===== config.mk =====
export PLATFORM = sky130hd
export DESIGN_NAME = sstl_top
export DESIGN_NICKNAME = d
export VERILOG_FILES = /design/src/include/sstl_pkg.sv /design/src/verilog/sstl_top.sv /design/src/verilog/sstl_sync.sv /design/src/verilog/sstl_group.sv
export SDC_FILE = /design/constraint.sdc
export NUM_CORES = 1
export LEC_CHECK = 0
export ABC_AREA = 1
export ABC_CLOCK_PERIOD_IN_PS = 10580
export BUFFER_PORTS_ARGS = -buffer_cell sky130_fd_sc_hd__buf_4
export CAP_MARGIN = 20
export CORE_MARGIN = 8
export CORE_UTILIZATION = 60
export DETAILED_ROUTE_END_ITERATION = 10
export MAX_ROUTING_LAYER = met4
export PLACE_DENSITY = 0.84
export SKIP_LAST_GASP = 1
export SYNTH_ARGS = -nofsm -noshare
export SYNTH_HDL_FRONTEND = slang
export SYNTH_SLANG_ARGS = --single-unit

===== constraint.sdc =====
create_clock -name mclk_i -period 10.58 [get_ports mclk_i]
set_input_delay 1.587 -clock mclk_i [delete_from_list [all_inputs] [get_ports mclk_i]]
set_output_delay 1.587 -clock mclk_i [all_outputs]
set_load 0.005 [all_outputs]

===== src/include/sstl_pkg.sv =====
// constants, command codes and bit layout of the status and trigger-level block
package sstl_pkg;

	// register and data widths
	localparam int STAT_W = 16;
	localparam int VOLT_W = 16;
	localparam int LIVE_W = 6;
	localparam int CMD_W = 4;

	// operation group bit positions
	localparam int OPER_CURR_BIT = 10;
	localparam int OPER_VOLT_BIT = 8;
	// questionable group bit positions
	localparam int QUES_CFAULT_BIT = 13;
	localparam int QUES_VFAULT_BIT = 12;
	localparam int QUES_CREG_BIT = 1;
	localparam int QUES_VREG_BIT = 0;

	// live input vector positions after synchronising
	localparam int LIVE_CURR = 0;
	localparam int LIVE_VOLT = 1;
	localparam int LIVE_CFAULT = 2;
	localparam int LIVE_VFAULT = 3;
	localparam int LIVE_CREG = 4;
	localparam int LIVE_VREG = 5;

	// bit sets of each group
	localparam logic [15:0] OPER_LIVE_MASK = 16'h0500;
	localparam logic [15:0] OPER_LATCH_MASK = 16'h0500;
	localparam logic [15:0] OPER_ENAB_MASK = 16'h0521;
	localparam logic [15:0] QUES_LIVE_MASK = 16'h3003;
	localparam logic [15:0] QUES_LATCH_MASK = 16'h3000;
	localparam logic [15:0] QUES_ENAB_MASK = 16'h3003;

	// reset values
	localparam logic [15:0] STAT_RST = 16'h0000;
	localparam logic [15:0] VOLT_RST = 16'h0000;
	localparam logic [5:0] LIVE_RST = 6'h00;

	// model maximum voltage code, also the reset ceiling
	localparam logic [15:0] VOLT_MODEL_MAX = 16'hFFF0;

	// error -222, data out of range, in two's complement
	localparam logic [15:0] ERR_DATA_RANGE = 16'hFF22;
	localparam logic [15:0] ERR_NONE = 16'h0000;

	// command codes on the command port
	typedef enum logic [3:0] {
		CMD_NOP = 4'h0,
		CMD_VTRIG_SET = 4'h1,
		CMD_VTRIG_QRY = 4'h2,
		CMD_TRIGGER = 4'h3,
		CMD_OPER_COND_QRY = 4'h4,
		CMD_OPER_ENAB_SET = 4'h5,
		CMD_OPER_ENAB_QRY = 4'h6,
		CMD_OPER_EVEN_QRY = 4'h7,
		CMD_STAT_PRESET = 4'h8,
		CMD_QUES_EVEN_QRY = 4'h9,
		CMD_QUES_COND_QRY = 4'hA,
		CMD_QUES_ENAB_SET = 4'hB,
		CMD_QUES_ENAB_QRY = 4'hC,
		CMD_VLIM_SET = 4'hD
	} sstl_cmd_t;

endpackage


===== src/verilog/sstl_top.sv =====
// status registers and triggered voltage store behind the command port
//
// Behaviour
// pending voltage reaches output only on trigger
// above model maximum posts error -222
// above upper ceiling stores the ceiling
// voltage query returns stored pending value
// operation condition: bit10 current, bit8 voltage
// status bit 7 ORs enabled operation events
// operation mask writable, reads back masked to bits 0,5,8,10
// operation events latch, read returns then clears
// preset forces both condition registers to zero
// only questionable bits 13 and 12 latch
// questionable event read returns then clears
// questionable condition: 13,12 errors, 1,0 modes
// questionable bits 1 and 0 may coexist
// status bit 3 ORs enabled questionable events
// operation values limited to bits 0,5,8,10
// questionable mask query returns stored mask
// event sets on condition rise, holds till read
// sixteen-bit registers, unused bits read zero
`timescale 1ns/100ps
module sstl_top (
	// clock and reset
	input wire logic mclk_i,
	input wire logic rst_i,
	// command port from the parser
	input wire logic cmd_valid_i,
	input wire logic [3:0] cmd_code_i,
	input wire logic [15:0] cmd_data_i,
	// query answers
	output logic rsp_valid_o,
	output logic [15:0] rsp_data_o,
	// error queue feed
	output logic err_valid_o,
	output logic [15:0] err_code_o,
	// live power stage state, asynchronous
	input wire logic in_current_regulation_i,
	input wire logic in_voltage_regulation_i,
	input wire logic current_fault_flag_i,
	input wire logic voltage_fault_flag_i,
	input wire logic current_regulation_flag_i,
	input wire logic voltage_regulation_flag_i,
	// status byte summary bits
	output logic stb_oper_summary_o,
	output logic stb_ques_summary_o,
	// output setpoint
	output logic [15:0] vout_setpoint_o,
	output logic vout_load_o,
	output logic [15:0] upper_voltage_ceiling_o
);

	typedef struct packed {
		// one-cycle answer and error pulses
		logic rsp_valid;
		logic [15:0] rsp_data;
		logic err_valid;
		logic [15:0] err_code;
		// pending value and ceiling
		logic [15:0] pend_v;
		logic [15:0] ceil_v;
		// applied setpoint
		logic [15:0] vout;
		logic vout_load;
	} sstl_top_st_t;

	sstl_top_st_t r;
	sstl_top_st_t n;

	// synchroniser in and out
	logic [5:0] live_async;
	logic [5:0] live;

	// levels placed on condition bit positions
	logic [15:0] oper_live;
	logic [15:0] ques_live;

	// registered views of the two groups
	logic [15:0] oper_cond;
	logic [15:0] oper_ev;
	logic [15:0] oper_enab;
	logic [15:0] ques_cond;
	logic [15:0] ques_ev;
	logic [15:0] ques_enab;
	logic oper_summ;
	logic ques_summ;

	// decoded strobes into the groups
	logic preset;
	logic oper_enab_wr;
	logic ques_enab_wr;
	logic oper_ev_rd;
	logic ques_ev_rd;

	// command code seen as its enum
	sstl_pkg::sstl_cmd_t cmd;

	// power stage levels come from outside this clock and are synchronised
	always_comb begin
		live_async = sstl_pkg::LIVE_RST;
		live_async[sstl_pkg::LIVE_CURR] = in_current_regulation_i;
		live_async[sstl_pkg::LIVE_VOLT] = in_voltage_regulation_i;
		live_async[sstl_pkg::LIVE_CFAULT] = current_fault_flag_i;
		live_async[sstl_pkg::LIVE_VFAULT] = voltage_fault_flag_i;
		live_async[sstl_pkg::LIVE_CREG] = current_regulation_flag_i;
		live_async[sstl_pkg::LIVE_VREG] = voltage_regulation_flag_i;
	end

	sstl_sync #(
		.W(sstl_pkg::LIVE_W)
	) sstl_sync_inst (
		.mclk_i(mclk_i),
		.rst_i(rst_i),
		.async_i(live_async),
		.settled_o(live)
	);

	// map live levels onto condition bit positions; other bits stay zero
	always_comb begin
		oper_live = sstl_pkg::STAT_RST;
		ques_live = sstl_pkg::STAT_RST;
		// operation group: regulation modes only
		oper_live[sstl_pkg::OPER_CURR_BIT] = live[sstl_pkg::LIVE_CURR];
		oper_live[sstl_pkg::OPER_VOLT_BIT] = live[sstl_pkg::LIVE_VOLT];
		// questionable group: fault flags
		ques_live[sstl_pkg::QUES_CFAULT_BIT] = live[sstl_pkg::LIVE_CFAULT];
		ques_live[sstl_pkg::QUES_VFAULT_BIT] = live[sstl_pkg::LIVE_VFAULT];
		// both mode bits pass untouched: together they mean settling
		ques_live[sstl_pkg::QUES_CREG_BIT] = live[sstl_pkg::LIVE_CREG];
		ques_live[sstl_pkg::QUES_VREG_BIT] = live[sstl_pkg::LIVE_VREG];
	end

	// command decode into group strobes
	always_comb begin
		cmd = sstl_pkg::sstl_cmd_t'(cmd_code_i);
		preset = cmd_valid_i && (cmd == sstl_pkg::CMD_STAT_PRESET);
		// mask writes
		oper_enab_wr = cmd_valid_i && (cmd == sstl_pkg::CMD_OPER_ENAB_SET);
		ques_enab_wr = cmd_valid_i && (cmd == sstl_pkg::CMD_QUES_ENAB_SET);
		// event reads clear their register after answering
		oper_ev_rd = cmd_valid_i && (cmd == sstl_pkg::CMD_OPER_EVEN_QRY);
		ques_ev_rd = cmd_valid_i && (cmd == sstl_pkg::CMD_QUES_EVEN_QRY);
	end

	// operation group; masks keep every value within bits 0, 5, 8 and 10
	sstl_group #(
		.LIVE_MASK(sstl_pkg::OPER_LIVE_MASK),
		.LATCH_MASK(sstl_pkg::OPER_LATCH_MASK),
		.ENAB_MASK(sstl_pkg::OPER_ENAB_MASK)
	) sstl_group_oper_inst (
		.mclk_i(mclk_i),
		.rst_i(rst_i),
		.live_i(oper_live),
		.preset_i(preset),
		.enab_wr_i(oper_enab_wr),
		.enab_data_i(cmd_data_i),
		.ev_rd_i(oper_ev_rd),
		.cond_o(oper_cond),
		.ev_o(oper_ev),
		.enab_o(oper_enab),
		.summary_o(oper_summ)
	);

	// questionable group; mode bits are live only and never latch
	sstl_group #(
		.LIVE_MASK(sstl_pkg::QUES_LIVE_MASK),
		.LATCH_MASK(sstl_pkg::QUES_LATCH_MASK),
		.ENAB_MASK(sstl_pkg::QUES_ENAB_MASK)
	) sstl_group_ques_inst (
		.mclk_i(mclk_i),
		.rst_i(rst_i),
		.live_i(ques_live),
		.preset_i(preset),
		.enab_wr_i(ques_enab_wr),
		.enab_data_i(cmd_data_i),
		.ev_rd_i(ques_ev_rd),
		.cond_o(ques_cond),
		.ev_o(ques_ev),
		.enab_o(ques_enab),
		.summary_o(ques_summ)
	);

	// summary bits are group flops, passed out unchanged
	assign stb_oper_summary_o = oper_summ;
	assign stb_ques_summary_o = ques_summ;

	// command execution; answers and error pulses last exactly one cycle
	always_comb begin
		n = r;
		// pulses drop unless this command raises them
		n.rsp_valid = 1'b0;
		n.rsp_data = sstl_pkg::STAT_RST;
		n.err_valid = 1'b0;
		n.err_code = sstl_pkg::ERR_NONE;
		n.vout_load = 1'b0;
		// idle cycles leave every stored value alone
		if (cmd_valid_i) begin
			case (cmd)
				sstl_pkg::CMD_VTRIG_SET: begin
					// an out-of-range value is refused and the pending value kept
					if (cmd_data_i > sstl_pkg::VOLT_MODEL_MAX) begin
						n.err_valid = 1'b1;
						n.err_code = sstl_pkg::ERR_DATA_RANGE;
					end else if (cmd_data_i > r.ceil_v) begin
						n.pend_v = r.ceil_v;
					end else begin
						n.pend_v = cmd_data_i;
					end
				end
				sstl_pkg::CMD_VTRIG_QRY: begin
					n.rsp_valid = 1'b1;
					n.rsp_data = r.pend_v;
				end
				sstl_pkg::CMD_TRIGGER: begin
					n.vout = r.pend_v;
					n.vout_load = 1'b1;
				end
				sstl_pkg::CMD_VLIM_SET: begin
					// a ceiling beyond the model cannot be honoured
					if (cmd_data_i > sstl_pkg::VOLT_MODEL_MAX) begin
						n.err_valid = 1'b1;
						n.err_code = sstl_pkg::ERR_DATA_RANGE;
					end else begin
						n.ceil_v = cmd_data_i;
					end
				end
				sstl_pkg::CMD_OPER_COND_QRY: begin
					n.rsp_valid = 1'b1;
					n.rsp_data = oper_cond;
				end
				sstl_pkg::CMD_OPER_ENAB_QRY: begin
					n.rsp_valid = 1'b1;
					n.rsp_data = oper_enab;
				end
				sstl_pkg::CMD_OPER_EVEN_QRY: begin
					n.rsp_valid = 1'b1;
					n.rsp_data = oper_ev;
				end
				sstl_pkg::CMD_QUES_EVEN_QRY: begin
					n.rsp_valid = 1'b1;
					n.rsp_data = ques_ev;
				end
				sstl_pkg::CMD_QUES_COND_QRY: begin
					n.rsp_valid = 1'b1;
					n.rsp_data = ques_cond;
				end
				sstl_pkg::CMD_QUES_ENAB_QRY: begin
					n.rsp_valid = 1'b1;
					n.rsp_data = ques_enab;
				end
				sstl_pkg::CMD_OPER_ENAB_SET: begin
					// mask lands in the operation group, no answer
					n.rsp_valid = 1'b0;
				end
				sstl_pkg::CMD_QUES_ENAB_SET: begin
					// mask lands in the questionable group, no answer
					n.rsp_valid = 1'b0;
				end
				sstl_pkg::CMD_STAT_PRESET: begin
					// groups zero their conditions; events stay untouched
					n.rsp_valid = 1'b0;
				end
				sstl_pkg::CMD_NOP: begin
					// filler code from the parser, ignored
					n.rsp_valid = 1'b0;
				end
				default: begin
					// codes beyond the table are ignored
					n.rsp_valid = 1'b0;
				end
			endcase
		end
	end

	// ceiling starts at the model maximum so nothing clamps before it is set
	always_ff @(posedge mclk_i or posedge rst_i) begin
		if (rst_i) begin
			r.rsp_valid <= 1'b0;
			r.rsp_data <= sstl_pkg::STAT_RST;
			r.err_valid <= 1'b0;
			r.err_code <= sstl_pkg::ERR_NONE;
			r.pend_v <= sstl_pkg::VOLT_RST;
			r.ceil_v <= sstl_pkg::VOLT_MODEL_MAX;
			r.vout <= sstl_pkg::VOLT_RST;
			r.vout_load <= 1'b0;
		end else begin
			r <= n;
		end
	end

	// query answer
	assign rsp_valid_o = r.rsp_valid;
	assign rsp_data_o = r.rsp_data;

	// error post
	assign err_valid_o = r.err_valid;
	assign err_code_o = r.err_code;

	// applied setpoint and ceiling
	assign vout_setpoint_o = r.vout;
	assign vout_load_o = r.vout_load;
	assign upper_voltage_ceiling_o = r.ceil_v;

endmodule


===== src/verilog/sstl_sync.sv =====
// three-stage synchroniser that accepts a change once stages two and three agree
`timescale 1ns/100ps
module sstl_sync #(
	parameter int W = 6
) (
	// clock and reset
	input wire logic mclk_i,
	input wire logic rst_i,
	// asynchronous levels in, settled levels out
	input wire logic [W-1:0] async_i,
	output logic [W-1:0] settled_o
);

	typedef struct packed {
		logic [W-1:0] s1;
		logic [W-1:0] s2;
		logic [W-1:0] s3;
		logic [W-1:0] held;
	} sstl_sync_st_t;

	sstl_sync_st_t r;
	sstl_sync_st_t n;

	// s1 feeds s2 only; per-bit agreement of s2 and s3 updates the held level
	always_comb begin
		n = r;
		n.s1 = async_i;
		n.s2 = r.s1;
		n.s3 = r.s2;
		for (int i = 0; i < W; i++) begin
			if (r.s2[i] == r.s3[i]) begin
				n.held[i] = r.s3[i];
			end
		end
	end

	always_ff @(posedge mclk_i or posedge rst_i) begin
		if (rst_i) begin
			r <= '0;
		end else begin
			r <= n;
		end
	end

	assign settled_o = r.held;

endmodule


===== src/verilog/sstl_group.sv =====
// one status group: live condition, read-clear event latch, enable mask, summary
`timescale 1ns/100ps
module sstl_group #(
	parameter logic [15:0] LIVE_MASK = 16'hFFFF,
	parameter logic [15:0] LATCH_MASK = 16'hFFFF,
	parameter logic [15:0] ENAB_MASK = 16'hFFFF
) (
	// clock and reset
	input wire logic mclk_i,
	input wire logic rst_i,
	// live state and control strobes
	input wire logic [15:0] live_i,
	input wire logic preset_i,
	input wire logic enab_wr_i,
	input wire logic [15:0] enab_data_i,
	input wire logic ev_rd_i,
	// registered views
	output logic [15:0] cond_o,
	output logic [15:0] ev_o,
	output logic [15:0] enab_o,
	output logic summary_o
);

	typedef struct packed {
		logic [15:0] prev;
		logic [15:0] cond;
		logic [15:0] ev;
		logic [15:0] enab;
		logic summ;
	} sstl_grp_st_t;

	sstl_grp_st_t r;
	sstl_grp_st_t n;
	logic [15:0] rise;

	// events are rising edges of latching bits; a new edge beats the read clear
	always_comb begin
		n = r;
		n.prev = live_i & LIVE_MASK;
		rise = n.prev & ~r.prev & LATCH_MASK;
		n.cond = preset_i ? sstl_pkg::STAT_RST : n.prev;
		n.ev = ((ev_rd_i ? sstl_pkg::STAT_RST : r.ev) | rise) & LATCH_MASK;
		if (enab_wr_i) begin
			n.enab = enab_data_i & ENAB_MASK;
		end
		// summary follows the next values so it matches the registers exactly
		n.summ = |(n.ev & n.enab);
	end

	always_ff @(posedge mclk_i or posedge rst_i) begin
		if (rst_i) begin
			r <= '0;
		end else begin
			r <= n;
		end
	end

	assign cond_o = r.cond;
	assign ev_o = r.ev;
	assign enab_o = r.enab;
	assign summary_o = r.summ;

endmodule


==> metrics.txt <==
status=complete, no violations; # hold bufs at CTS=0; vias in the first global route=3789; first-pass GRT wire length=18600 um; worst r2r path cells=9; worst slew pin tran=0.822 ns; Setup-failing EPs final=0; fmax=0.336 GHz; Seq/Total Area, Yosys=54.7%; Post-CTS Setup Inserts=0; Comb pwr share=17.5%; initial core utilization=61.2%; Placement Setup Slack=7.23 ns; post_cts resized=0; Max-Cap Viols=0; mean post-synth cell area=9.26 um^2; CTS tree=done; HP Start=sstl_sync_inst.n[17]; Int Power=941 uW; final net count=656; GRT Max-Usage Layer=met2; max-slew violations=0; Cells after Synth=571; DP Wirelength=8440 um; gr ovfl total=0; initial antenna violation count=0; global-route track usage on met3=5.10%; die height=110 um; crit-path cells=buf_4 > ha_1 > nand2_1 > nor3_2 > nand3_2 > nand2_2 > nand2_1 > nand3_1 > nand2_1; cell mode on critical path=nand2_1; DRC=0; commonest cells after routing, fill and taps aside=nand2_1, dfrtp_1, buf_4; fin crit share=28.1%; Hold EP=sstl_sync_inst.n[11]; core area=0.00864 mm^2; CP top delay family=simple AND/OR/NAND/NOR gates; Clock power frac=40.6%; Post-Route WL=11700 um; port bufs=91; H-tree levels=4; Worst slew margin=45.1%; routed vias/inst=5.30; Synth-to-Final Area Change=16.7%; Worst EP arrival=3.36 ns; via count=3881; flop-to-flop setup slack=8.18 ns; clk buf depth=2; Critical Path End Type=flip-flop; Hold Crit Depth=0; Synth Warn #=0; Hold Fails Final Rpt=0; Max IR drop VDD=0.110 mV; Multi-input gate area=0.00159 mm^2; DRT Pass-1 Iters=5; P_leak=3.20 nW; Seq. cell area=0.00289 mm^2; crit path buf inv count=1; critical path class=in -> reg; commonest non-fill, non-tap cell in the layout=nand2_1; GR Util met2=30.5%; clk_lat worst skew=0.51 ns; post-synthesis instance area=0.00529 mm^2; die area=0.0121 mm^2; I/O Pins=98; drt wl/cell=16.0 um; total track usage=20.9%; CTS Buf Count=17; CP startpoint kind=input port; RR Startpoint=upper_voltage_ceiling_o[15]; sequential share of power=41.9%; Antenna Cells=0; clock skew=0.00765 ns; post-synth cell types=32; Critical Path Max Stage Delay=0.37 ns; setup TNS=0 ns; Initial DRC Count=410; Die W=110 um; row cnt=34; post-layout min period=2.97 ns; CP Data Required Time=10.97 ns; crit path max-delay cell type=nand2_2; Worst-path clk slew=0.06 ns; CTS Sinks=115; layout cells sized above 1=24.0%; CTS root buf=clkbuf_8; Routability Congestion=0.911; RSZ-0062 raised after global routing=no; met1 usage in global routing=27.8%; P per Cell Area=218 mW/mm^2; sw frac=30.0%; largest net degree at the start of global routing=60; FF+latch count, synth=115; Worst R2R End=r[44]; Fillers=651; NetSw=403 uW; Routed Antenna Nets=0; Crit Path Max Fanout=17; Hold Crit Class=reg -> reg; Final WS setup=7.61 ns
area by class of cell:
type | instances | area share [%]
clock buffer | 17 | 6.71
clock inverter | 15 | 2.66
inverter | 74 | 4.54
multi-input combinational | 311 | 25.8
sequential | 115 | 46.9
tap | 108 | 2.19
timing repair buffer | 92 | 11.2
flip-flops by register name (all words and copies together), names as in the netlist, 6 cells and up:
signal                    count
sstl_sync_inst.n             12
upper_voltage_ceiling_o      16
rsp_data_o                   16
r                            16
sstl_sync_inst.settled_o      6
vout_setpoint_o              16
sstl_sync_inst.r              6
synthesized netlist by cell type:
cell,number,area [um^2]
nand2_1,125,469
dfrtp_1,103,2580
inv_1,70,263
buf_4,65,488
nor2_1,37,139
nand3_1,36,180
o21ai_0,19,95.1
ha_1,16,200
o21ai_1,16,80.1
a21oi_1,14,70.1
dfstp_2,12,315
o22ai_1,7,43.8
buf_2,6,30.0
maj3_1,6,60.1
nand4_1,5,31.3
nor3_1,5,25.0
clkbuf_1,4,15.0
inv_2,4,15.0
a221oi_1,3,26.3
nand2_2,3,18.8
a22o_1,2,17.5
nand3_2,2,20.0
nor3_4,2,32.5
a21o_1,1,7.51
a41oi_1,1,8.76
buf_6,1,11.3
conb_1,1,3.75
nor3_2,1,10.0
nor4_2,1,12.5
o211ai_1,1,7.51
o221ai_1,1,8.76
or2_0,1,6.26
metrics by stage:
stage	instances	power [mW]	hold slack, ns	instance area [um^2]	util [%]
6_report	732	1.34	0.351	6170	71.4
3_3_place_gp	700	0.790	0.332	5590	64.7
4_1_cts	732	1.35	0.351	6170	71.4
3_5_place_dp	700	0.799	0.337	5590	64.7
2_1_floorplan	576	0.731	0.331	5310	-
5_1_grt	732	1.41	0.359	6170	71.4
power by group through the flow:
stage	Combinational, mW	Sequential (mW)	Clock, mW
2_1_floorplan	0.178	0.552	0
3_3_place_gp	0.225	0.565	0
3_5_place_dp	0.232	0.568	0
4_1_cts	0.236	0.561	0.551
5_1_grt	0.265	0.569	0.572
6_report	0.235	0.562	0.546
worst register-to-register path, cell delays in order, from the launching register on:
cell,delay (ns)
dfstp_2,0.55
inv_1,0.07
ha_1,0.29
nand2_1,0.10
nor3_2,0.24
nand3_2,0.31
nand2_2,0.38
nand2_1,0.14
nand3_1,0.13
nand2_1,0.07
kinds of logic (layout without fill, tap and decap cells):
logic type / count (synthesis) / count (layout) / share of synthesized area, %
buf+inv: 150 / 198 / 15.5
compound gates: 65 / 65 / 6.91
simple gates: 218 / 218 / 17.9
flops: 115 / 115 / 54.7
other cells: 1 / 6 / 0.0709
fa+ha+maj: 22 / 22 / 4.92
layer usage:
layer / vias to the layer above / wire length (um)
met4: 0 / 193
met3: 19 / 893
met1: 1854 / 5270
li1: 1833 / -
met2: 175 / 5380
met5: - / 0
how the worst max path moves through the flow:
stage,from,end,slack [ns],depth (start not counted)
6_report,cmd_data_i[15],r[44],7.61,9
5_1_grt,cmd_data_i[0],r[44],7.52,16
4_1_cts,cmd_data_i[15],r[44],7.66,9
3_5_place_dp,cmd_data_i[15],r[33],7.23,9
3_3_place_gp,cmd_data_i[7],r[48],7.33,12
2_1_floorplan,rst_i,err_code_o[14],5.97,1
No activity file was read; power rests on OpenSTA's default activity.
